### src/pwm_timer_pkg.sv
// constants and carrier types of the compare/capture timer
// assumes one count clock and plain control ports
//
// What this block does
// - repeat down: reload max at underflow, run on
// - down: new max after next underflow
// - one-shot down: reload max, then stop
// - repeat up/down: zero, max, zero until stopped
// - up phase: max above count kept, below clears count
// - down phase: new max used from zero
// - one-shot up/down: stop at zero going down
// - 2, 4 or 6 circuits, compare (0) or capture (1)
// - compare: count equal to buffer, match and flag
// - max and zero reached set own flags
// - match CC+1 clocks past zero, MAX-CC+1 past max
// - compare value enters buffer per load mode
// - shared pin: wave output or capture input
// - 2-bit capture source and edge selects
// - trigger while counting copies count, sets flag
// - capture over a set flag sets overwrite flag
// - sync capture misses pulses under a clock
// - async capture takes short pulses
// - 3-bit mode: output reaction to match, max, zero
// - pair select uses partner match
// - up: past max to zero, repeat or stop
// - polarity 0 active high, 1 active low
// - request for set enabled flags, clear by 1

package pwm_timer_pkg;

    // ****************
    // counter
    // ****************
    localparam int CNT_W = 16;
    localparam logic [15:0] CNT_ZERO = 16'h0000;
    localparam logic [15:0] CNT_ONE = 16'h0001;
    localparam logic [1:0] MODE_UP = 2'h0;
    localparam logic [1:0] MODE_DOWN = 2'h1;
    localparam logic [1:0] MODE_UPDOWN = 2'h2;

    // ****************
    // compare buffer load points
    // ****************
    localparam logic [2:0] BUF_WRITE = 3'h0;
    localparam logic [2:0] BUF_ZERO = 3'h1;
    localparam logic [2:0] BUF_MAX = 3'h2;
    localparam logic [2:0] BUF_BOTH = 3'h3;
    localparam logic [2:0] BUF_MATCH = 3'h4;

    // ****************
    // capture source and edge
    // ****************
    localparam logic [1:0] SRC_PIN = 2'h0;
    localparam logic [1:0] SRC_SW = 2'h1;
    localparam logic [1:0] SRC_LOW = 2'h2;
    localparam logic [1:0] SRC_HIGH = 2'h3;
    localparam logic [1:0] EDGE_NONE = 2'h0;
    localparam logic [1:0] EDGE_RISE = 2'h1;
    localparam logic [1:0] EDGE_FALL = 2'h2;
    localparam logic [1:0] EDGE_BOTH = 2'h3;

    // ****************
    // wave output generation modes
    // ****************
    localparam logic [2:0] OUT_OFF = 3'h0;
    localparam logic [2:0] OUT_SET = 3'h1;
    localparam logic [2:0] OUT_CLR = 3'h2;
    localparam logic [2:0] OUT_TGL = 3'h3;
    localparam logic [2:0] OUT_SET_ZCLR = 3'h4;
    localparam logic [2:0] OUT_CLR_ZSET = 3'h5;
    localparam logic [2:0] OUT_TGL_MCLR = 3'h6;
    localparam logic [2:0] OUT_SET_MCLR = 3'h7;

    // channel counting setup
    typedef struct packed {
        logic enable;
        logic [1:0] mode;
        logic oneShot;
    } count_ctrl_type;

    // per circuit setup
    typedef struct packed {
        logic ccMode;
        logic [2:0] bufLoad;
        logic [1:0] capSrc;
        logic [1:0] capEdge;
        logic capSync;
        logic [2:0] outMode;
        logic pairMatch;
        logic polarity;
    } cc_ctrl_type;

    // events that steer a wave output
    typedef struct packed {
        logic match;
        logic atMax;
        logic atZero;
    } wave_event_type;

endpackage : pwm_timer_pkg

### src/capture_trigger.sv
// trigger pick and edge detector of one capture circuit
// assumes an asynchronous pin and a software level on clk
`timescale 1ns/100ps

module capture_trigger (
    // clock and reset
    input wire logic clk,
    input wire logic reset,
    // setup
    input pwm_timer_pkg::cc_ctrl_type ctrl,
    // trigger sources
    input wire logic pinIn,
    input wire logic swLevel,
    // selected edge seen
    output logic trig
);
    logic meta_q;
    logic pin_q;
    logic hist0_q;
    logic hist1_q;
    logic src;

    // edge test for the selected direction
    function automatic logic edgeHit(input logic [1:0] sel, input logic now,
                                     input logic prev);
        edgeHit = ((sel == pwm_timer_pkg::EDGE_RISE) && now && !prev)
               || ((sel == pwm_timer_pkg::EDGE_FALL) && !now && prev)
               || ((sel == pwm_timer_pkg::EDGE_BOTH) && (now != prev));
    endfunction : edgeHit

    // two-stage pin synchroniser
    always_ff @(posedge clk) begin
        if (reset) begin
            meta_q <= 1'b0;
            pin_q <= 1'b0;
        end else begin
            meta_q <= pinIn;
            pin_q <= meta_q;
        end
    end

    // source pick
    always_comb begin
        unique case (ctrl.capSrc)
            pwm_timer_pkg::SRC_PIN: src = pin_q;
            pwm_timer_pkg::SRC_SW: src = swLevel;
            pwm_timer_pkg::SRC_LOW: src = 1'b0;
            pwm_timer_pkg::SRC_HIGH: src = 1'b1;
        endcase
    end

    // source history
    always_ff @(posedge clk) begin
        if (reset) begin
            hist0_q <= 1'b0;
            hist1_q <= 1'b0;
        end else begin
            hist0_q <= src;
            hist1_q <= hist0_q;
        end
    end

    // sync wants the new level on two samples, async on one
    assign trig = ctrl.capSync
                ? ((src == hist0_q) && edgeHit(ctrl.capEdge, hist0_q, hist1_q))
                : edgeHit(ctrl.capEdge, src, hist0_q);

endmodule : capture_trigger

### src/wave_out_gen.sv
// wave level generator of one compare circuit
// assumes events are one-cycle pulses on clk
`timescale 1ns/100ps

module wave_out_gen (
    // clock and reset
    input wire logic clk,
    input wire logic reset,
    // setup
    input wire logic enable,
    input wire logic [2:0] mode,
    // events
    input pwm_timer_pkg::wave_event_type ev,
    // active level before polarity
    output logic level_q
);
    // match wins over max and zero
    always_ff @(posedge clk) begin
        if (reset || !enable) begin
            level_q <= 1'b0;
        end else begin
            unique case (mode)
                pwm_timer_pkg::OUT_OFF: level_q <= 1'b0;
                pwm_timer_pkg::OUT_SET: level_q <= level_q | ev.match;
                pwm_timer_pkg::OUT_CLR: level_q <= level_q & ~ev.match;
                pwm_timer_pkg::OUT_TGL: level_q <= level_q ^ ev.match;
                pwm_timer_pkg::OUT_SET_ZCLR:
                    level_q <= ev.match | (level_q & ~ev.atZero);
                pwm_timer_pkg::OUT_CLR_ZSET:
                    level_q <= ~ev.match & (level_q | ev.atZero);
                pwm_timer_pkg::OUT_TGL_MCLR:
                    level_q <= ev.match ? ~level_q : (level_q & ~ev.atMax);
                pwm_timer_pkg::OUT_SET_MCLR:
                    level_q <= ev.match | (level_q & ~ev.atMax);
            endcase
        end
    end

endmodule : wave_out_gen

### src/pwm_timer_compare_capture.sv
// one timer channel: counter, compare/capture circuits, flags
// assumes controls come from logic on clk, pins from outside
`timescale 1ns/100ps

module pwm_timer_compare_capture #(
    parameter int NUM_CC = 2
) (
    // clock and reset
    input wire logic clk,
    input wire logic reset,

    // counter control
    input pwm_timer_pkg::count_ctrl_type countCtrl,
    input wire logic runStart,
    input wire logic runStop,
    input wire logic presetCount,
    input wire logic [15:0] maxValue,

    // circuit control
    input pwm_timer_pkg::cc_ctrl_type [NUM_CC-1:0] ccCtrl,
    input wire logic [NUM_CC-1:0] ccWrite,
    input wire logic [NUM_CC-1:0][15:0] ccWriteData,
    input wire logic [NUM_CC-1:0] capSwLevel,

    // flag clear and enable
    input wire logic [NUM_CC-1:0] ccFlagClear,
    input wire logic [NUM_CC-1:0] ovFlagClear,
    input wire logic maxFlagClear,
    input wire logic zeroFlagClear,
    input wire logic [NUM_CC-1:0] ccIrqEn,
    input wire logic [NUM_CC-1:0] ovIrqEn,
    input wire logic maxIrqEn,
    input wire logic zeroIrqEn,

    // shared pins
    input wire logic [NUM_CC-1:0] capInPin,
    output logic [NUM_CC-1:0] waveOutPin_q,
    output logic [NUM_CC-1:0] waveOutOe_q,

    // status
    output logic [15:0] count_q,
    output logic countUp_q,
    output logic running_q,
    output logic [NUM_CC-1:0][15:0] ccReg_q,
    output logic [NUM_CC-1:0] ccFlag_q,
    output logic [NUM_CC-1:0] ovFlag_q,
    output logic maxFlag_q,
    output logic zeroFlag_q,
    output logic irq_q
);

    // ****************
    // helpers
    // ****************

    // sticky flag, set wins over clear
    function automatic logic nextFlag(input logic cur, input logic clr,
                                      input logic set);
        nextFlag = (cur & ~clr) | set;
    endfunction : nextFlag

    // compare buffer load point decode
    function automatic logic bufLoadHit(input logic [2:0] sel,
                                        input logic zero,
                                        input logic max,
                                        input logic match);

        unique case (sel)
            pwm_timer_pkg::BUF_WRITE: bufLoadHit = 1'b1;
            pwm_timer_pkg::BUF_ZERO: bufLoadHit = zero;
            pwm_timer_pkg::BUF_MAX: bufLoadHit = max;
            pwm_timer_pkg::BUF_BOTH: bufLoadHit = zero | max;
            pwm_timer_pkg::BUF_MATCH: bufLoadHit = match;
            default: bufLoadHit = 1'b0;
        endcase
    endfunction : bufLoadHit

    // ****************
    // counter
    // ****************

    logic [15:0] count_d;
    logic countUp_d;
    logic running_d;

    logic atMax;
    logic atZero;

    logic countAtMax;
    logic countAtZero;
    logic countAboveMax;

    assign countAtMax = (count_q == maxValue);

    assign countAtZero = (count_q == pwm_timer_pkg::CNT_ZERO);

    assign countAboveMax = (count_q > maxValue);

    // events while counting
    assign atMax = running_q & countAtMax;
    assign atZero = running_q & countAtZero;

    // next count, direction, run
    always_comb begin
        count_d = count_q;
        countUp_d = countUp_q;
        running_d = running_q;

        if (!countCtrl.enable) begin
            count_d = pwm_timer_pkg::CNT_ZERO;
            countUp_d = 1'b1;
            running_d = 1'b0;
        end else if (presetCount) begin
            if (countCtrl.mode == pwm_timer_pkg::MODE_DOWN) begin
                count_d = maxValue;
                countUp_d = 1'b0;
            end else begin
                count_d = pwm_timer_pkg::CNT_ZERO;
                countUp_d = 1'b1;
            end

            running_d = runStart | (running_q & ~runStop);
        end else begin
            if (runStop) begin
                running_d = 1'b0;
            end else if (runStart) begin
                running_d = 1'b1;
            end

            if (running_q) begin
                unique case (countCtrl.mode)
                    pwm_timer_pkg::MODE_UP: begin
                        countUp_d = 1'b1;

                        if (countAtMax || countAboveMax) begin
                            count_d = pwm_timer_pkg::CNT_ZERO;
                            if (countCtrl.oneShot && !runStart) begin
                                running_d = 1'b0;
                            end
                        end else begin
                            count_d = count_q + pwm_timer_pkg::CNT_ONE;
                        end
                    end

                    pwm_timer_pkg::MODE_DOWN: begin
                        countUp_d = 1'b0;

                        if (countAtZero) begin
                            count_d = maxValue;
                            if (countCtrl.oneShot && !runStart) begin
                                running_d = 1'b0;
                            end
                        end else begin
                            count_d = count_q - pwm_timer_pkg::CNT_ONE;
                        end
                    end

                    default: begin
                        if (countUp_q) begin
                            if (countAboveMax) begin
                                count_d = pwm_timer_pkg::CNT_ZERO;
                            end else if (countAtMax) begin
                                countUp_d = 1'b0;
                                if (!countAtZero) begin
                                    count_d = count_q - pwm_timer_pkg::CNT_ONE;
                                end
                            end else begin
                                count_d = count_q + pwm_timer_pkg::CNT_ONE;
                            end
                        end else if (countAtZero) begin
                            if (countCtrl.oneShot && !runStart) begin
                                running_d = 1'b0;
                            end else begin
                                countUp_d = 1'b1;
                                if (maxValue != pwm_timer_pkg::CNT_ZERO) begin
                                    count_d = pwm_timer_pkg::CNT_ONE;
                                end
                            end
                        end else begin
                            count_d = count_q - pwm_timer_pkg::CNT_ONE;
                        end
                    end
                endcase
            end
        end
    end

    // counter registers
    always_ff @(posedge clk) begin
        if (reset) begin
            count_q <= pwm_timer_pkg::CNT_ZERO;
            countUp_q <= 1'b1;
            running_q <= 1'b0;
        end else begin
            count_q <= count_d;
            countUp_q <= countUp_d;
            running_q <= running_d;
        end
    end

    // ****************
    // compare/capture circuits
    // ****************

    logic [NUM_CC-1:0] match;

    logic [NUM_CC-1:0] capHit;

    logic [NUM_CC-1:0] trig;

    logic [NUM_CC-1:0] waveLevel;

    logic [NUM_CC-1:0][15:0] cmpBuf_q;

    genvar gi;

    generate
        for (gi = 0; gi < NUM_CC; gi++) begin : g_cc
            localparam int PAIR = gi ^ 1;

            logic cmpMode;

            pwm_timer_pkg::wave_event_type ev;

            // mode bit picks compare or capture
            assign cmpMode = ~ccCtrl[gi].ccMode;

            // compare hit, flag one clock later
            assign match[gi] = running_q & cmpMode
                             & (count_q == cmpBuf_q[gi]);

            // trigger on the shared pin
            capture_trigger u_trig (
                .clk(clk),
                .reset(reset),
                .ctrl(ccCtrl[gi]),
                .pinIn(capInPin[gi]),
                .swLevel(capSwLevel[gi]),
                .trig(trig[gi])
            );

            // capture only while counting
            assign capHit[gi] = running_q & ~cmpMode & trig[gi];

            // compare data or captured count
            always_ff @(posedge clk) begin
                if (reset) begin
                    ccReg_q[gi] <= pwm_timer_pkg::CNT_ZERO;
                end else if (capHit[gi]) begin
                    ccReg_q[gi] <= count_q;
                end else if (cmpMode && ccWrite[gi]) begin
                    ccReg_q[gi] <= ccWriteData[gi];
                end
            end

            // compare buffer load
            always_ff @(posedge clk) begin
                if (reset) begin
                    cmpBuf_q[gi] <= pwm_timer_pkg::CNT_ZERO;
                end else if (bufLoadHit(ccCtrl[gi].bufLoad, atZero, atMax,
                                        match[gi])) begin
                    cmpBuf_q[gi] <= ccReg_q[gi];
                end
            end

            // compare and overwrite flags
            always_ff @(posedge clk) begin
                if (reset) begin
                    ccFlag_q[gi] <= 1'b0;
                    ovFlag_q[gi] <= 1'b0;
                end else begin
                    ccFlag_q[gi] <= nextFlag(ccFlag_q[gi], ccFlagClear[gi],
                                             match[gi] | capHit[gi]);

                    ovFlag_q[gi] <= nextFlag(ovFlag_q[gi], ovFlagClear[gi],
                                             capHit[gi] & ccFlag_q[gi]);
                end
            end

            // wave events, own or partner match
            assign ev.match = ccCtrl[gi].pairMatch ? match[PAIR]
                                                   : match[gi];

            assign ev.atMax = atMax;
            assign ev.atZero = atZero;

            wave_out_gen u_wave (
                .clk(clk),
                .reset(reset),
                .enable(cmpMode & countCtrl.enable),
                .mode(ccCtrl[gi].outMode),
                .ev(ev),
                .level_q(waveLevel[gi])
            );

            // shared pin drive
            always_ff @(posedge clk) begin
                if (reset) begin
                    waveOutPin_q[gi] <= 1'b0;
                    waveOutOe_q[gi] <= 1'b0;
                end else begin
                    waveOutPin_q[gi] <= waveLevel[gi] ^ ccCtrl[gi].polarity;

                    waveOutOe_q[gi] <= cmpMode & countCtrl.enable;
                end
            end
        end
    endgenerate

    // ****************
    // channel flags and request
    // ****************

    // max and zero flags
    always_ff @(posedge clk) begin
        if (reset) begin
            maxFlag_q <= 1'b0;
            zeroFlag_q <= 1'b0;
        end else begin
            maxFlag_q <= nextFlag(maxFlag_q, maxFlagClear, atMax);

            zeroFlag_q <= nextFlag(zeroFlag_q, zeroFlagClear, atZero);
        end
    end

    // request from enabled flags
    always_ff @(posedge clk) begin
        if (reset) begin
            irq_q <= 1'b0;
        end else begin
            irq_q <= (|(ccFlag_q & ccIrqEn)) | (|(ovFlag_q & ovIrqEn))
                   | (maxFlag_q & maxIrqEn) | (zeroFlag_q & zeroIrqEn);
        end
    end

endmodule : pwm_timer_compare_capture

### config.mk
export PLATFORM = sky130hd
export DESIGN_NAME = pwm_timer_compare_capture
export DESIGN_NICKNAME = d
export VERILOG_FILES = /design/src/pwm_timer_pkg.sv /design/src/capture_trigger.sv /design/src/wave_out_gen.sv /design/src/pwm_timer_compare_capture.sv
export SDC_FILE = /design/constraint.sdc
export NUM_CORES = 1
export LEC_CHECK = 0
export BUFFER_PORTS_ARGS = -buffer_cell sky130_fd_sc_hd__buf_2
export CAP_MARGIN = 10
export CELL_PAD_IN_SITES_DETAIL_PLACEMENT = 0
export CELL_PAD_IN_SITES_GLOBAL_PLACEMENT = 1
export CORE_MARGIN = 2
export CORE_UTILIZATION = 39
export DETAILED_ROUTE_END_ITERATION = 10
export PLACE_DENSITY_LB_ADDON = 0.3
export SYNTH_ARGS = -nofsm -noshare
export SYNTH_HDL_FRONTEND = slang
export SYNTH_SLANG_ARGS = --single-unit
### constraint.sdc
create_clock -name clk -period 3.7 [get_ports clk]
set_input_delay 0.555 -clock clk [delete_from_list [all_inputs] [get_ports clk]]
set_output_delay 0.555 -clock clk [all_outputs]
set_load 0.02 [all_outputs]
# ---- Yosys cells after proc, flatten, opt, wreduce, memory -nomap -nowiden
# Index checks and enable logic that the tools add are counted.
dict set report word_totals {
  register_bits 103
  inputBits 103
  out_inout_bits 61
}
dict set report classes {
  add_sub_neg 2
  order_cmp 1
  n_eq_ne 47
  n_mux 49
  bitwise 74
  reduce_logical 61
}
# op n
set ops {}
lappend ops {{16-bit 2-to-1 mux} 16}
lappend ops {{16-bit == test} 3}
lappend ops {{16-bit one-hot mux with 2 select lines} 1}
lappend ops {{1-bit AND} 31}
lappend ops {{3-bit == test (second input constant)} 10}
lappend ops {{1-bit logical AND} 25}
lappend ops {{3-bit by 2-bit == test with 1-bit output (second input constant)} 8}
lappend ops {{1-bit 2-to-1 mux} 24}
lappend ops {{1-bit bitwise OR} 21}
lappend ops {{16-bit by 1-bit adder with 16-bit output (second input constant)} 1}
lappend ops {{2-bit == test (second input constant)} 8}
lappend ops {{16-bit > comparator} 1}
lappend ops {{16-bit zero test} 1}
lappend ops {{1-bit inverter} 16}
lappend ops {{1-bit one-hot mux with 8 select lines} 2}
lappend ops {{16-bit nonzero test} 1}
lappend ops {{16-bit by 1-bit subtractor with 16-bit output (second input constant)} 1}
lappend ops {{3-bit by 1-bit == test with 1-bit output (second input constant)} 4}
lappend ops {{3-bit zero test} 4}
lappend ops {{1-bit logical OR} 11}
lappend ops {{2-bit by 1-bit == test with 1-bit output (second input constant)} 5}
lappend ops {{1-bit one-hot mux with 5 select lines} 2}
lappend ops {{1-bit zero test} 9}
lappend ops {{1-bit one-hot mux with 4 select lines} 2}
lappend ops {{12 further kinds} 27}

# ---- Longest topological paths before layout
# Gate-level depths: netlist of run 1.
dict set report logic_depth {
  word_depth 11
  ltp_mapped 13
}

# ---- By module
# Synthesis of run 1 repeated with hierarchy kept, for this count alone.
dict set report unflattened {
  cells_unflattened 782
  hier_area_um2 6423.7
}
# mod instances cells_per_inst area_per_inst_um2 seq_area_each_um2
set modules_own_cells {}
lappend modules_own_cells {pwm_timer_compare_capture 1 722 5835.6 1861.8}
lappend modules_own_cells {capture_trigger 2 17 181.4 80.1}
lappend modules_own_cells {wave_out_gen 2 13 112.6 20.0}

# ---- Worst setup path before layout of run 1
# No wires, ideal clock.
dict set report synth_path {
  kind {register -> register}
  startpoint {reg count_q[0]}
  endpoint {reg cmpBuf_q[22] (netlist bit)}
  arrival_time_ps 2927
  t_required_ps 3572
  path_slack_ps 646
  stages_incl_launch_ff 14
  path_buffers 3
  cell_sequence {dfxtp_1 > clkbuf_1 > inv_1 > ha_1 > nand4_1 > nor4_1 > clkbuf_1 > and2_1 > a22oi_1 > nor2_1 > nor2_1 > buf_2 > mux2i_1 > nor2_1}
}
dict set report synth_via {
  elab_chain_cells 5
  elab_cells_between_ends 9
}
# element line
set synth_lines {}
lappend synth_lines {{start, declared} pwm_timer_compare_capture.sv:41} ;# output logic [15:0] count_q,
lappend synth_lines {{start signal, assigned} pwm_timer_compare_capture.sv:191} ;# count_q <= pwm_timer_pkg::CNT_ZERO;
lappend synth_lines {{start signal, assigned} pwm_timer_compare_capture.sv:195} ;# count_q <= count_d;
lappend synth_lines {{16-bit == test or 16-bit zero test (tied branches)} {pwm_timer_compare_capture.sv:93, pwm_timer_compare_capture.sv:95}}
lappend synth_lines {{1-bit AND (on tied branches)} {pwm_timer_compare_capture.sv:100, pwm_timer_compare_capture.sv:101}}
lappend synth_lines {{1-bit bitwise OR} pwm_timer_compare_capture.sv:72} ;# pwm_timer_pkg::BUF_BOTH: bufLoadHit = zero | max;
lappend synth_lines {{1-bit one-hot mux with 5 select lines *} pwm_timer_compare_capture.sv:68} ;# unique case (sel)
lappend synth_lines {{1-bit 2-to-1 mux *} pwm_timer_compare_capture.sv:258} ;# if (reset) begin
lappend synth_lines {{end signal, assigned by index} pwm_timer_compare_capture.sv:259} ;# cmpBuf_q[gi] <= pwm_timer_pkg::CNT_ZERO;
lappend synth_lines {{end signal, assigned by index} pwm_timer_compare_capture.sv:262} ;# cmpBuf_q[gi] <= ccReg_q[gi];
lappend synth_lines {{end, declared} pwm_timer_compare_capture.sv:213} ;# logic [NUM_CC-1:0][15:0] cmpBuf_q;
# Every way passes the cells marked *; elsewhere a longest branch is shown, timed or not. The select of a mux whose other input is x is not followed.
# A chain may end at the register's enable or synchronous reset.

# ---- Worst setup path after layout of run 1
dict set report layout_path {
  startpoint {reg count_q[8]}
  endpoint {reg count_q[10]}
}
dict set report layout_via {
  elab_chain_cells 8
  elab_cells_between_ends 20
}
# element line
set layout_lines {}
lappend layout_lines {{16-bit by 1-bit subtractor with 16-bit output} {pwm_timer_compare_capture.sv:154, pwm_timer_compare_capture.sv:165, pwm_timer_compare_capture.sv:180}}
lappend layout_lines {{16-bit 2-to-1 mux} pwm_timer_compare_capture.sv:164} ;# if (!countAtZero) begin
lappend layout_lines {{16-bit 2-to-1 mux} pwm_timer_compare_capture.sv:162} ;# end else if (countAtMax) begin
lappend layout_lines {{16-bit 2-to-1 mux} pwm_timer_compare_capture.sv:160} ;# if (countAboveMax) begin
lappend layout_lines {{16-bit 2-to-1 mux} pwm_timer_compare_capture.sv:159} ;# if (countUp_q) begin
lappend layout_lines {{16-bit one-hot mux with 2 select lines} pwm_timer_compare_capture.sv:131} ;# unique case (countCtrl.mode)
lappend layout_lines {{16-bit 2-to-1 mux} pwm_timer_compare_capture.sv:130} ;# if (running_q) begin
lappend layout_lines {{16-bit 2-to-1 mux} pwm_timer_compare_capture.sv:113} ;# end else if (presetCount) begin
# Parallel ways exist; a longest one is shown, timed or not. The select of a mux whose other input is x is not followed.

==> impl_metrics.json, run 1 <==
{
  "layout-drive-gt1-share_pct": 25.2,
  "drt_wl_total_um": 21700,
  "diodes": 0,
  "nNetsFinal": 1042,
  "rsz0062_at_grt": "no",
  "finalHoldViolCount": 0,
  "path_cells": "nor4_1 -> nand4_1 -> or2_2 -> a32oi_2 -> nor2_1 -> a2111oi_0 -> o22ai_1",
  "tritoncts": "built",
  "fp-row-count": 45,
  "finalSetupViolations": 0,
  "detail_route.wl_per_cell_um": 19.1,
  "ys_seq_area_share_pct": 33.8,
  "yosysUniqueCellTypes": 55,
  "max_stage_delay_ps": 640,
  "synthTopCellsByCount": "103 x dfxtp_1, 77 x nor2_1, 65 x nand2_1",
  "place_area_sq_um": 7240,
  "dieArea_sq_um": 16600,
  "power.total_mw": 2.83,
  "final_core_util_pct": 49.7,
  "crit_type": "flip-flop to flip-flop",
  "start_util_pct": 39.9,
  "synthMuxAreaShare_pct": 5.77,
  "cap_violations": 0,
  "cp_max_fo": 14,
  "fp.dieH_um": 129,
  "dpl.hpwl_um": 16200,
  "synthFlopType": "dfxtp_1",
  "p_per_area_nw_per_um2": 372,
  "die_w_um": 129,
  "numCtsBuffers": 9,
  "syn-cell-area_sq_um": 6090,
  "yosysTopAreaCell": "dfxtp_1",
  "skew_ps": 8.25,
  "path_clk_slew_ps": 80,
  "synthToLayoutAreaGrowth_pct": 24.5,
  "grtUsageMet2_pct": 39.1,
  "synth-xor-area-share_pct": 7.19,
  "fin_tns_setup_ps": 0,
  "port_buffers": 163,
  "grt_max_degree": 82,
  "drtIter0Drc": 510,
  "p_leak_nw": 3.51,
  "grt_pass1_vias": 5804,
  "use_met3_pct": 3.95,
  "cts-htree-levels": 3,
  "critPathArrivalTime_ps": 3580,
  "met1_usage_pct": 36.4,
  "synth_cells": 764,
  "yosysTopAreaCellShare_pct": 33.8,
  "coreArea_sq_um": 15300,
  "io_pins": 164,
  "min_path_cells": 2,
  "grt_usage_pct": 25.5,
  "insertion_delay_ps": 350,
  "antenna_found_initial": 0,
  "firstDrtPassIters": 6,
  "drv_slew": 0,
  "avgSynthCellArea_sq_um": 7.98,
  "fin_crit_ps": 3350,
  "ys_ff_latch": 103,
  "worstHoldPathType": "input pin to flip-flop",
  "endpoint_kind": "flip-flop",
  "cts.repair.resized": 0,
  "reg2regPathDepth": 7,
  "grt_pass1_wl_um": 32800,
  "clk_path_buf_depth": 2,
  "startpoint_type": "flip-flop",
  "synth_fa_ha_area_share_pct": 3.90,
  "num_vias": 6456,
  "yosysMostFrequentCell": "dfxtp_1",
  "tightest_slew_ps": 1150,
  "synth_area_leaders": "dfxtp_1 34%, mux2i_1 5.6%, a21oi_1 5.1%, a22oi_1 4.9%, nor2_1 4.7%",
  "cts_root_buffer": "clkbuf_16",
  "timing.critical_path.slowest_stage_cell": "a32oi_2",
  "status": "completed",
  "cts_setup_buffers": 0,
  "cts_sinks": 103,
  "gp_congestion": 0.977,
  "yosys.area_share.simple_pct": 21.8,
  "yosysWarnings": 0,
  "grt_overflow_total": 0,
  "peakVddDrop_mv": 0.242,
  "synth_nets": 886,
  "critPathRequiredTime_ps": 3930,
  "synth_compound_area_share_pct": 22.2,
  "ant_nets": 0,
  "busiest_layer": "met2",
  "vias_per_cell": 5.68,
  "fmax_mhz": 299,
  "slew_headroom_pct": 23.0,
  "drc": 0,
  "fillerInstances": 1573,
  "synth-edff-count": 0,
  "async_flop_share_pct": 0,
  "min_period_over_period_pct": 90.5,
  "cts-hold-fix-buffers": 0,
  "fin_area_sq_um": 7590,
  "synth_top_family_by_area": "compound AO/OA/AOI/OAI gates"
}
==> critical path, delay by kind of cell, from the launching register on <==
| family | cells | cell delay, ps |
|---|---|---|
| and+or+nand+nor | 4 | 1590 |
| AOI/OAI and AO/OA | 3 | 1240 |
| DFF | 1 | 380 |
==> routing by layer <==
| layer | up-vias | share of wire, % |
|---|---|---|
| met4 | 0 | 3.0 |
| met1 | 3006 | 44 |
| met5 | - | 0 |
| met3 | 52 | 8.1 |
| met2 | 313 | 45 |
| li1 | 3085 | - |
==> layout by cell type, fill, tap and decap left out, types with 6 or more instances in the layout <==
cell type | netlist | layout
xnor2_1 | 18 | 18
nand2_1 | 65 | 65
nor3_1 | 20 | 20
ha_1 | 19 | 19
o22ai_1 | 13 | 13
o21ai_0 | 29 | 29
nand2b_1 | 11 | 11
clkbuf_16 | 0 | 9
xor2_1 | 32 | 32
nor4_1 | 18 | 17
nor2_1 | 77 | 75
or2_2 | 6 | 6
nor2b_1 | 17 | 17
a21oi_1 | 62 | 62
a211oi_1 | 6 | 6
or3_1 | 6 | 6
nand3_1 | 15 | 15
dfxtp_1 | 103 | 103
buf_2 | 10 | 163
buf_4 | 0 | 38
o211ai_1 | 7 | 7
inv_1 | 25 | 25
a22oi_1 | 40 | 40
nand4_1 | 15 | 15
a31oi_1 | 10 | 10
mux2i_1 | 34 | 34
==> report_power, final <==
group	switching (mW)	internal (mW)
sequential	0.0293	1.14
combinational	0.331	0.204
clock	0.486	0.633
total	0.847	1.98
==> flip-flops by register name (all words and copies together), names as in the netlist <==
signal               flops
maxFlag_q                1
waveOutOe_q              2
running_q                1
waveOutPin_q             2
g_cc.u_trig.pin_q        2
countUp_q                1
irq_q                    1
ovFlag_q                 2
g_cc.u_trig.hist1_q      2
g_cc.u_wave.level_q      2
count_q                 16
ccFlag_q                 2
cmpBuf_q                32
ccReg_q                 32
g_cc.u_trig.hist0_q      2
g_cc.u_trig.meta_q       2
zeroFlag_q               1
==> cells by family after synthesis <==
group                      Yosys count
and+or+nand+nor                    271
adders and majority gates           19
buffers and inverters               81
xor gates and xnor gates            50
muxes                               35
DFF                                103
AOI/OAI and AO/OA                  205
==> layout make-up <==
type / instances / area, sq um / share of cell area [%]
tap: 211 / 264 / 3.48
inverter: 25 / 93.8 / 1.24
multi-input combinational: 580 / 3720 / 49.0
timing repair buffer: 201 / 1100 / 14.5
clock inverter: 6 / 110 / 1.45
sequential: 103 / 2060 / 27.2
clock buffer: 10 / 239 / 3.15
==> stage by stage <==
step           instances  setup WS, ps  hold WS [ps]
5_1_grt             1136           190           415
2_1_floorplan        764           646           414
3_5_place_dp        1120           387           434
4_1_cts             1136           371           405
6_report            1136           351           414
3_3_place_gp        1120           331           416
==> path summary, 6_finish.rpt <==
kind,end,startpoint,slack [ps]
setup / recovery,count_q[10],count_q[8],350
hold / removal,g_cc[0].u_trig.meta_q,capInPin[0],410
setup reg to reg,count_q[10],count_q[8],350
hold reg to reg,g_cc[1].u_trig.pin_q,g_cc[1].u_trig.meta_q,450
(Power assumes the default switching activity.)
==> run 2, diff against run 1 <==
Clock period 3.7 ns to 3.1 ns, I/O delays scaled along.
==> impl_metrics.json, run 2 (synthesis gave the netlist of run 1 again) <==
{
  "status": "completed",
  "regToRegSetupSlack_ps": 70,
  "final_cells": 1161,
  "cap_violations": 0,
  "skew_ps": 8.28,
  "coreArea_sq_um": 15300,
  "min-delay-start": "capInPin[0]",
  "finalSetupViolations": 0,
  "fin_crit_ps": 3030,
  "startpoint_type": "flip-flop",
  "fp.dieH_um": 129,
  "power.internal_mw": 2.30,
  "crit_type": "flip-flop to flip-flop",
  "peakVddDrop_mv": 0.285,
  "nNetsFinal": 1067,
  "critPathArrivalTime_ps": 3280,
  "dpl.hpwl_um": 16400,
  "clockPowerShare_pct": 37.1,
  "worstReg2RegStart": "count_q[11]",
  "dieArea_sq_um": 16600,
  "grt_max_degree": 46,
  "timing.critical_path.slowest_stage_cell": "or3_4",
  "critPathRequiredTime_ps": 3350,
  "layout_commonest_cell": "buf_2",
  "p_switching_mw": 0.985,
  "final_cell_mix": "163 x buf_2, 103 x dfxtp_1, 75 x nor2_1",
  "hold_end": "g_cc[0].u_trig.meta_q",
  "synthToLayoutAreaGrowth_pct": 27.6,
  "antenna_found_initial": 0,
  "drt_wl_total_um": 21700,
  "fmax_mhz": 330,
  "firstDrtPassIters": 5,
  "grt_pass1_wl_um": 33200,
  "tritoncts": "built",
  "p_seq_share_pct": 42.6,
  "dp.cells": 1145,
  "power.total_mw": 3.28,
  "port_buffers": 163,
  "num_vias": 6371,
  "cts_root_buffer": "clkbuf_16",
  "drtIter0Drc": 570,
  "max_stage_delay_ps": 480,
  "ant_nets": 0,
  "min_path_cells": 2,
  "fillerInstances": 1545,
  "clk_path_buf_depth": 2,
  "slew_headroom_pct": 47.5,
  "finalHoldViolCount": 0,
  "numCtsBuffers": 9,
  "grt_overflow_total": 0,
  "cts_sinks": 103,
  "p_comb_share_pct": 20.4,
  "gp_congestion": 0.985,
  "worstHoldPathType": "input pin to flip-flop",
  "reg.largest.list": "ccReg_q (32), cmpBuf_q (32), count_q (16)",
  "sw_frac_of_total_pct": 30.0,
  "min_period_over_period_pct": 97.7,
  "die_w_um": 129,
  "endpoint_kind": "flip-flop",
  "rsz0062_at_grt": "no",
  "cts-htree-levels": 3,
  "p_per_area_nw_per_um2": 422,
  "layout-drive-gt1-share_pct": 27.2,
  "detail_route.wl_per_cell_um": 18.7,
  "rr_endpoint": "count_q[15]",
  "path_cells": "ha_1 -> and3_1 -> a221oi_2 -> o22ai_1 -> or4_1 -> or3_4 -> o221ai_2 -> a21oi_1 -> a2111oi_2",
  "fp-row-count": 45,
  "reg2regPathDepth": 9,
  "io_pins": 164,
  "path_clk_slew_ps": 70,
  "diodes": 0,
  "drv_slew": 0,
  "cp_max_fo": 11,
  "insertion_delay_ps": 360,
  "grt_usage_pct": 25.9,
  "tightest_slew_ps": 786,
  "grt_pass1_vias": 5807,
  "cts_setup_buffers": 0,
  "drc": 0,
  "p_leak_nw": 3.62,
  "vias_per_cell": 5.49,
  "start_util_pct": 39.9
}
run 2: critical path, delay by kind of cell, from the launching register on:
kind / cells / cell delay, ps
adders and majority gates: 1 / 310
and+or+nand+nor: 3 / 1090
AOI/OAI and AO/OA: 5 / 1050
DFF: 1 / 460
run 2: metrics by stage:
| step | instance area, sq um | util, % | TNS, ps | hold slack [ps] | setup slack [ps] |
|---|---|---|---|---|---|
| finish | 7780 | 51.0 | 0 | 316 | 70.3 |
| global route | 7780 | 51.0 | 0 | 312 | 17.2 |
| CTS | 7770 | 50.9 | 0 | 311 | 120 |
| detailed placement | 7450 | 48.8 | -131 | 437 | -88.0 |
| global placement | 7450 | 48.8 | -167 | 416 | -66.2 |
| floorplan | 6090 | - | 0 | 414 | 45.5 |
run 2: how the worst max path moves through the flow:
stage / slack, ps / to / from
floorplan: 50 / cmpBuf_q[22] / count_q[0]
global placement: -70 / count_q[13] / maxValue[9]
detailed placement: -90 / count_q[15] / maxValue[9]
CTS: 120 / count_q[15] / count_q[11]
global route: 20 / count_q[15] / count_q[11]
finish: 70 / count_q[15] / count_q[11]
run 2: power groups by stage:
| stage | registers (mW) | logic (mW) | clock network (mW) |
|---|---|---|---|
| final | 1.40 | 0.668 | 1.22 |
| after global routing | 1.40 | 0.723 | 1.28 |
| after CTS | 1.40 | 0.662 | 1.24 |
| after detailed placement | 1.43 | 0.659 | 0 |
| after global placement | 1.43 | 0.659 | 0 |
| after floorplan | 1.46 | 0.342 | 0 |
run 2: layout make-up:
cell class | instances | area, sq um | share of cell area, %
clock buffers | 10 | 239 | 3.07
clock inverters | 6 | 75.1 | 0.965
inverters | 25 | 93.8 | 1.21
multi-input cells | 580 | 3730 | 47.9
flip-flops and latches | 103 | 2060 | 26.5
well taps | 211 | 264 | 3.40
repair buffers | 226 | 1310 | 16.9
run 2: timing repair:
| action | in CTS | in global routing |
|---|---|---|
| endpoints found under the setup margin | 0 | 18 |
| resized for setup | 0 | 2 |
| hold buffers | 0 | 0 |
run 2: metal layers:
layer / global-route usage [%] / vias up / part of all wire, %
met2: 39.6 / 257 / 45
met3: 5.41 / 35 / 7.8
met4: 7.61 / 0 / 2.2
met1: 36.9 / 2944 / 45
met5: 0 / - / 0
li1: - / 3135 / -
